<file path="config.mk">
export PLATFORM = sky130hd
export DESIGN_NAME = dcf_unit_flat
export DESIGN_NICKNAME = d
export VERILOG_FILES = /design/src/core/dcf_pkg.sv /design/src/core/dcf_if.sv /design/src/core/dcf_unit.sv /design/src/flat_wrapper.sv
export SDC_FILE = /design/constraint.sdc
export NUM_CORES = 1
export LEC_CHECK = 0
export BUFFER_PORTS_ARGS = -buffer_cell sky130_fd_sc_hd__buf_2
export CAP_MARGIN = 20
export CORE_MARGIN = 4
export CORE_UTILIZATION = 45
export CTS_BUF_LIST = sky130_fd_sc_hd__clkbuf_2
export CTS_CLUSTER_SIZE = 8
export DETAILED_ROUTE_END_ITERATION = 7
export MAX_ROUTING_LAYER = met4
export PLACE_DENSITY = 0.71
export SLEW_MARGIN = 20
export SYNTH_ARGS = -nofsm -noshare
export SYNTH_HDL_FRONTEND = slang
export SYNTH_SLANG_ARGS = --single-unit
</file>
<file path="constraint.sdc">
create_clock -name sys_clk_in -period 52.4 [get_ports sys_clk_in]
set_input_delay 15.72 -clock sys_clk_in [delete_from_list [all_inputs] [get_ports sys_clk_in]]
set_output_delay 15.72 -clock sys_clk_in [all_outputs]
set_load 0.03 [all_outputs]
</file>
<file path="src/core/dcf_pkg.sv">
// Purpose: Shared constants and types for the daisy chain fault line.
// Assumes: 40 MHz system clock on both ends.
// Notes:   Times are in microseconds; cycle counts derive from them.
`default_nettype none
package dcf_pkg;
    localparam int CLK_MHZ            = 40;
    // -------------------------------------------------------------
    // Timing
    // -------------------------------------------------------------
    localparam int PULSE_WIDTH_US     = 500;
    localparam int SHORT_FILTER_US    = 300;
    localparam int LONG_FILTER_US     = 3500;
    localparam int PERIOD0_US         = 4000;
    localparam int PERIOD1_US         = 8000;
    localparam int PERIOD2_US         = 32000;
    localparam int PERIOD3_US         = 128000;
    localparam int PULSE_WIDTH_CYC    = PULSE_WIDTH_US * CLK_MHZ;
    localparam int SHORT_FILTER_CYC   = SHORT_FILTER_US * CLK_MHZ;
    localparam int LONG_FILTER_CYC    = LONG_FILTER_US * CLK_MHZ;
    localparam int PERIOD0_CYC        = PERIOD0_US * CLK_MHZ;
    localparam int PERIOD1_CYC        = PERIOD1_US * CLK_MHZ;
    localparam int PERIOD2_CYC        = PERIOD2_US * CLK_MHZ;
    localparam int PERIOD3_CYC        = PERIOD3_US * CLK_MHZ;
    // Loss limit is 1.2 times the period
    localparam int LOSS_NUM           = 12;
    localparam int LOSS_DEN           = 10;
    localparam int CNT_W              = 24;
    // -------------------------------------------------------------
    // Period select codes and status word
    // -------------------------------------------------------------
    localparam logic [2:0] SEL_4MS    = 3'h0;
    localparam logic [2:0] SEL_8MS    = 3'h1;
    localparam logic [2:0] SEL_32MS   = 3'h2;
    localparam logic [2:0] SEL_128MS  = 3'h3;
    localparam int GSW_FAULT_BIT      = 25;
    localparam logic [2:0] SEL_RESET  = 3'h0;

    typedef enum logic [1:0] {
        DCF_NORMAL  = 2'b00,
        DCF_CYCLIC  = 2'b01,
        DCF_SILENT  = 2'b11,
        DCF_SLEEP   = 2'b10
    } dcf_pstate_t;
endpackage
`default_nettype wire

</file>
<file path="src/core/dcf_if.sv">
// Purpose: One-way fault wire from an upper unit to a lower party.
// Assumes: Single push-pull line, no enable needed.
// Notes:   Upper end drives line, lower end reads it.
`default_nettype none
interface dcf_if;
    logic line;
    modport upper (output line);
    modport lower (input line);
endinterface
`default_nettype wire

</file>
<file path="src/core/dcf_unit.sv">
// Purpose: Fault line logic of one stacked monitor unit.
// Assumes: Upstream level on fault_in_in is synchronous to sys_clk_in.
// Notes:   Internal failure sources and the serial frame are outside.
`default_nettype none
// Operation
// - Works in normal, cyclic, silent, sleep states
// - Detected fault moves low power to normal
// - Fault drives output active, else inactive
// - Inactive low or pulse train, active high
// - Fault keeps output asserted and normal
// - Host clears latched faults before release
// - Cleared faults return output to inactive
// - Pulse period selectable, pulse width fixed
// - Force bit raises output on top unit
// - Host disables pulses before low power
// - Sense upstream only when enabled, not top
// - Host sets top unit receiver off
// - Long high with pulses flags static fault
// - Low over 1.2 periods flags pulse loss
// - Short high without pulses flags static fault
// - Disabled receiver sees input as low
// - Top unit ignores receiver enable
// - Lower unit propagates upstream fault downward
// - Host filters like the units
// - Host finds failing unit by status bit
// - Codes select 4, 8, 32, 128 ms
// - Status bit 25 shows internal failure; here bit 1 of global_status_word_out
module dcf_unit
    import dcf_pkg::*;
(
    input  wire logic        sys_clk_in,
    input  wire logic        rstn_in,
    dcf_if.upper             down,
    input  wire logic        fault_in_in,
    input  wire logic        internal_fault_in,
    input  wire logic        cyclic_on_phase_in,
    input  wire logic [1:0]  power_state_in,
    input  wire logic        comm_timeout_in,
    input  wire logic        pulse_train_enable_in,
    input  wire logic [2:0]  pulse_period_select_in,
    input  wire logic        fault_out_force_in,
    input  wire logic        fault_in_enable_in,
    input  wire logic        top_of_chain_in,
    input  wire logic        clear_faults_in,
    output logic             fault_out_out,
    output logic             upstream_static_fault_out,
    output logic             pulse_loss_fault_out,
    output logic             internal_fault_out,
    output logic             wake_to_normal_out,
    output logic [1:0]       global_status_word_out
);
    typedef struct packed {
        logic [CNT_W-1:0] per_cnt;
        logic [CNT_W-1:0] hi_cnt;
        logic [CNT_W-1:0] lo_cnt;
        logic             prev_in;
        logic             line;
        logic             stat_flt;
        logic             loss_flt;
        logic             int_flt;
        logic             wake;
        logic             roll;
    } dcf_unit_st_t;

    dcf_unit_st_t r, nxt;
    dcf_pstate_t  pst;
    logic         sensed;
    logic         rx_on;
    logic         normal;
    logic         hb_on;
    logic         self_ok;
    logic [CNT_W-1:0] period;
    logic [CNT_W-1:0] hi_lim;
    logic [CNT_W-1:0] lo_lim;

    // -------------------------------------------------------------
    // Elaboration checks
    // -------------------------------------------------------------
    // Longest spans must fit the shared counter width
    if (PERIOD3_CYC * LOSS_NUM / LOSS_DEN >= (1 << CNT_W)
        || LONG_FILTER_CYC >= (1 << CNT_W)) begin : g_cnt_chk
        $error("Counter width too small for filter spans");
    end

    // -------------------------------------------------------------
    // Decode
    // -------------------------------------------------------------
    always_comb begin
        pst    = dcf_pstate_t'(power_state_in);
        normal = (pst == DCF_NORMAL);
        hb_on  = normal && pulse_train_enable_in;
        case (pulse_period_select_in)
            SEL_4MS:   period = CNT_W'(PERIOD0_CYC);
            SEL_8MS:   period = CNT_W'(PERIOD1_CYC);
            SEL_32MS:  period = CNT_W'(PERIOD2_CYC);
            SEL_128MS: period = CNT_W'(PERIOD3_CYC);
            default:   period = CNT_W'(PERIOD0_CYC);
        endcase
        // Long span rides over the heartbeat pulses
        // long filter with pulses
        hi_lim = hb_on ? CNT_W'(LONG_FILTER_CYC)
                       : CNT_W'(SHORT_FILTER_CYC);
        lo_lim = CNT_W'((32'(period) * LOSS_NUM) / LOSS_DEN);
        rx_on  = fault_in_enable_in && !top_of_chain_in;
        sensed = fault_in_in && rx_on;
        // self detect only in on phase when cyclic
        self_ok = (pst == DCF_NORMAL) || (pst == DCF_CYCLIC
                  && cyclic_on_phase_in);
    end

    // -------------------------------------------------------------
    // Next state
    // -------------------------------------------------------------
    always_comb begin
        nxt = r;
        nxt.prev_in = sensed;
        nxt.roll = ~r.roll;
        if (!hb_on || r.per_cnt >= period - 1'b1) begin
            nxt.per_cnt = '0;
        end else begin
            nxt.per_cnt = r.per_cnt + 1'b1;
        end
        if (!sensed) begin
            nxt.hi_cnt = '0;
        end else if (r.hi_cnt < hi_lim) begin
            nxt.hi_cnt = r.hi_cnt + 1'b1;
        end
        // No receiver means no upstream heartbeat to miss
        // loss timer held clear while input high
        if (!hb_on || !rx_on || (sensed && !r.prev_in) || sensed) begin
            nxt.lo_cnt = '0;
        end else if (r.lo_cnt < lo_lim) begin
            nxt.lo_cnt = r.lo_cnt + 1'b1;
        end
        // Clear first so a same-cycle event still latches
        // host clear, set wins
        if (clear_faults_in) begin
            nxt.stat_flt = 1'b0;
            nxt.loss_flt = 1'b0;
            nxt.int_flt  = 1'b0;
        end
        if (r.hi_cnt >= hi_lim) begin
            nxt.stat_flt = 1'b1;
        end
        if (hb_on && r.lo_cnt >= lo_lim) begin
            nxt.loss_flt = 1'b1;
        end
        if (internal_fault_in && self_ok) begin
            nxt.int_flt = 1'b1;
        end
        if (comm_timeout_in) begin
            nxt.wake = 1'b0;
        end else if (nxt.stat_flt || (pst == DCF_CYCLIC && nxt.int_flt)
                     || (normal && (r.stat_flt || r.loss_flt
                     || r.int_flt))) begin
            nxt.wake = 1'b1;
        end
        if (normal && (r.stat_flt || r.loss_flt || r.int_flt
            || (fault_out_force_in && top_of_chain_in))) begin
            nxt.line = 1'b1;
        end else begin
            nxt.line = hb_on && (r.per_cnt < CNT_W'(PULSE_WIDTH_CYC));
        end
    end

    // -------------------------------------------------------------
    // Registers
    // -------------------------------------------------------------
    always_ff @(posedge sys_clk_in) begin
        if (!rstn_in) begin
            r <= '0;
        end else begin
            r <= nxt;
        end
    end

    // -------------------------------------------------------------
    // Outputs
    // -------------------------------------------------------------
    assign down.line                  = r.line;
    assign fault_out_out              = r.line;
    assign upstream_static_fault_out  = r.stat_flt;
    assign pulse_loss_fault_out       = r.loss_flt;
    assign internal_fault_out         = r.int_flt;
    assign wake_to_normal_out         = r.wake;
    assign global_status_word_out     = {r.int_flt, r.roll};
endmodule // dcf_unit
`default_nettype wire

</file>
<file path="src/flat_wrapper.sv">
// flat-port wrapper written by rule: the top's interface ports become plain ports
module dcf_unit_flat import dcf_pkg::*;
  (sys_clk_in, rstn_in, fault_in_in, internal_fault_in, cyclic_on_phase_in, power_state_in, comm_timeout_in, pulse_train_enable_in, pulse_period_select_in, fault_out_force_in, fault_in_enable_in, top_of_chain_in, clear_faults_in, fault_out_out, upstream_static_fault_out, pulse_loss_fault_out, internal_fault_out, wake_to_normal_out, global_status_word_out, down_line);
  dcf_if down_i ();
  input  wire logic sys_clk_in;
  input  wire logic rstn_in;
  input  wire logic fault_in_in;
  input  wire logic internal_fault_in;
  input  wire logic cyclic_on_phase_in;
  input  wire logic [1:0] power_state_in;
  input  wire logic comm_timeout_in;
  input  wire logic pulse_train_enable_in;
  input  wire logic [2:0] pulse_period_select_in;
  input  wire logic fault_out_force_in;
  input  wire logic fault_in_enable_in;
  input  wire logic top_of_chain_in;
  input  wire logic clear_faults_in;
  output logic fault_out_out;
  output logic upstream_static_fault_out;
  output logic pulse_loss_fault_out;
  output logic internal_fault_out;
  output logic wake_to_normal_out;
  output logic [1:0] global_status_word_out;
  output wire logic [$bits(down_i.line)-1:0] down_line;
  assign down_line = down_i.line;
  dcf_unit u_core (.sys_clk_in(sys_clk_in), .rstn_in(rstn_in), .down(down_i), .fault_in_in(fault_in_in), .internal_fault_in(internal_fault_in), .cyclic_on_phase_in(cyclic_on_phase_in), .power_state_in(power_state_in), .comm_timeout_in(comm_timeout_in), .pulse_train_enable_in(pulse_train_enable_in), .pulse_period_select_in(pulse_period_select_in), .fault_out_force_in(fault_out_force_in), .fault_in_enable_in(fault_in_enable_in), .top_of_chain_in(top_of_chain_in), .clear_faults_in(clear_faults_in), .fault_out_out(fault_out_out), .upstream_static_fault_out(upstream_static_fault_out), .pulse_loss_fault_out(pulse_loss_fault_out), .internal_fault_out(internal_fault_out), .wake_to_normal_out(wake_to_normal_out), .global_status_word_out(global_status_word_out));
endmodule
</file>
==> metrics.yaml <==
status:
  status: "finished, final reports clean"
placed_design:
  port_buffers: 23
  placed_cell_area_um2: 8280
  dp_hpwl_um: 15800
  routabilityCongestion: 0.969
  dp.cells: 1283
timing:
  fmax_ghz: 0.0304
  setup_viol: 0
  maxSlewViolCount: 0
  clock-skew-final_ns: 0.0242
  relSlewSlack_pct: 35.2
  finalCriticalPeriod_ns: 32.86
  whs_ns: 0.426
  worst_slew_pin_slew_ns: 0.966
  finalCritPeriodShare_pct: 62.7
  rsz0062_at_grt: "false"
  hold_violations: 0
  setup_tns_ns: 0
critical_path:
  critPathMaxStageDelay_ns: 0.66
  cp.required_ns: 52.88
  critPathMaxFanout: 20
  crit_end: "u_core.r[28]$_SDFFE_PP0N_"
  rr_startpoint: "u_core.r[55]$_SDFF_PP0_"
  startpoint: "pulse_period_select_in[0]"
  critPathSlowestCell: "or4_1"
  r2r-end: "u_core.r[62]$_SDFF_PP0_"
  cp.arrival_ns: 33.35
  reg2reg_slack_ns: 48.52
  r2r_cells: 20
  start_kind: "input pin"
  worstSetupPathType: "input pin to register"
  crit_top_cell: "ha_1"
  worstSetupEndpointType: "register"
drt:
  drcViolationCount: 0
  ant_nets: 0
  post_drt_via_cell_ratio: 6.12
  drt-initial-drc-count: 633
  drt_first_pass_iters: 5
  wl_um: 20600
  drt-wirelength-per-cell_um: 15.9
  vias: 7948
yosys:
  synthCells: 1072
  synth-seq-cells: 78
  synth_ff_type: "dfxtp_1"
  ys_seq_area_share_pct: 19.4
  post-synth-top-area-fraction_pct: 19.4
  synth_enable_flop_cells: 0
  ys_top_cells_by_area: "dfxtp_1 (19%), ha_1 (10%), nor2_1 (6.2%)"
  avgSynthCellArea_um2: 7.51
  synthArstFlopShare_pct: 0
  synth_warnings: 0
  synth_area_um2: 8060
  yosysTopAreaCell: "dfxtp_1"
  ys_types: 108
floorplan:
  num_rows: 48
  dieArea_um2: 20100
  ios: 24
  start_util_pct: 46.3
  die_y_um: 142
  coreArea_um2: 17400
  die-width_um: 142
clock_network:
  root_buffer: "clkbuf_2"
  clkLatencyLatePin_ns: 0.56
  cts_max_level: 3
  clkTransAtPathRegs_ns: 0.23
  clock_sinks: 78
  cts_buffers: 9
  cts_repair_resize_count: 0
  cts_setup_buffers: 0
  cts_max_path_buffers: 2
  cts_hold_buffers: 0
  cts_tree: "yes"
finish:
  regArea_um2: 1560
  layout_commonest_cell: "nor2_1"
  diodes: 0
  fin_area_um2: 8400
  nets: 1150
  final_cells: 1299
  area_growth_pct: 4.29
  fillers: 1734
  multiInputGateArea_um2: 6120
  drive_gt1_share_pct: 8.47
  mostFrequentLayoutCells: "nor2_1 (134), nand2_1 (90), dfxtp_1 (78)"
global_routing:
  grt_use_total_pct: 20.9
  grt_pass1_wl_um: 34600
  busiest_layer: "met2"
  antenna_found_initial: 0
  grt_util_met1_pct: 29.0
  grt_use_met3_pct: 3.61
  grt_pass1_vias: 7077
  gr-total-overflow: 0
  grt_max_degree: 25
  use_met2_pct: 31.7
power_and_ir_drop:
  p_leak_nw: 3.39
  p_per_area_nw_per_um2: 24.0
  peakVddDrop_v: 0.0000119
run:
  maxCapViolCount: 0
worst_hold_path:
  hp-class: "register to register"
layer usage:
| metal | routed length (um) | share of wire, % |
|---|---|---|
| met4 | 365 | 1.8 |
| met2 | 9070 | 44 |
| met5 | 0 | 0 |
| met3 | 1300 | 6.3 |
| met1 | 9880 | 48 |
synth_stat cells, drive strengths merged (6+ instances only):
master,count
a211oi,16
a21o,9
a21oi,62
a311oi,7
a31oi,9
and2,24
and3,26
and4,9
buf,13
clkbuf,29
dfxtp,78
ha,65
inv,49
mux2i,9
nand2,91
nand2b,16
nand3,57
nand4,19
nor2,134
nor2b,16
nor3,25
nor4b,6
o211ai,7
o21a,8
o21ai,49
o31ai,7
or2,13
or3,22
xnor2,32
xor2,47
critical path, delay by kind of cell:
| kind | cells | cell delay (ns) |
|---|---|---|
| XOR/XNOR | 1 | 0.16 |
| AND/OR/NAND/NOR | 31 | 8.45 |
| AO/OA/AOI/OAI | 17 | 3.70 |
| adder cells (fa/ha/maj) | 12 | 4.29 |
| buffers and inverters | 4 | 0.75 |
| multiplexers | 1 | 0.21 |
logic make-up (layout without fill, tap and decap cells):
logic type | count (synthesis) | count (layout) | synth area share [%]
xor gates and xnor gates | 79 | 79 | 8.59
and+or+nand+nor | 489 | 489 | 32.3
other | 1 | 4 | 0.0466
muxes | 12 | 12 | 1.63
adders and majority gates | 65 | 65 | 10.1
DFF | 78 | 78 | 19.4
AOI/OAI and AO/OA | 256 | 256 | 23.2
buffers and inverters | 92 | 91 | 4.75
layout make-up:
type	instances	share of cell area [%]
Tap cell	225	3.35
Sequential cell	78	18.6
Clock inverter	7	0.864
Timing Repair Buffer	25	1.55
Multi-Input combinational cell	905	72.9
Clock buffer	9	0.536
Inverter	50	2.23
state kept, by name (all words and copies together) (netlist names):
| register | count |
|---|---|
| u_core.pulse_loss_fault_out | 1 |
| u_core.r | 72 |
| u_core.global_status_word_out | 1 |
| u_core.internal_fault_out | 1 |
| u_core.down.line | 1 |
| u_core.wake_to_normal_out | 1 |
| u_core.upstream_static_fault_out | 1 |
worst min-delay path by stage:
stage / slack [ns] / end / cells past startpoint / startpoint
after floorplan: 0.39 / u_core.global_status_word_out[0]$_SDFF_PN0_ / 1 / u_core.global_status_word_out[0]$_SDFF_PN0_
after CTS: 0.43 / u_core.global_status_word_out[0]$_SDFF_PN0_ / 1 / u_core.global_status_word_out[0]$_SDFF_PN0_
final: 0.43 / u_core.global_status_word_out[0]$_SDFF_PN0_ / 1 / u_core.global_status_word_out[0]$_SDFF_PN0_
after detailed placement: 0.41 / u_core.global_status_word_out[0]$_SDFF_PN0_ / 1 / u_core.global_status_word_out[0]$_SDFF_PN0_
after global placement: 0.40 / u_core.global_status_word_out[0]$_SDFF_PN0_ / 1 / u_core.global_status_word_out[0]$_SDFF_PN0_
after global routing: 0.45 / u_core.global_status_word_out[0]$_SDFF_PN0_ / 1 / u_core.global_status_word_out[0]$_SDFF_PN0_
per-stage QoR:
| stage | setup WS, ns | power (mW) | utilization [%] |
|---|---|---|---|
| 2_1_floorplan | 21.67 | 0.145 | - |
| 3_3_place_gp | 19.97 | 0.167 | 47.6 |
| 3_5_place_dp | 19.35 | 0.166 | 47.6 |
| 4_1_cts | 19.92 | 0.200 | 48.2 |
| 5_1_grt | 17.99 | 0.216 | 48.2 |
| 6_report | 19.54 | 0.202 | 48.2 |
power breakdown:
group | switching, mW | internal (mW)
clock | 0.0223 | 0.0112
combinational | 0.0687 | 0.0399
sequential | 0.000149 | 0.0597
(Power assumes the default switching activity.)
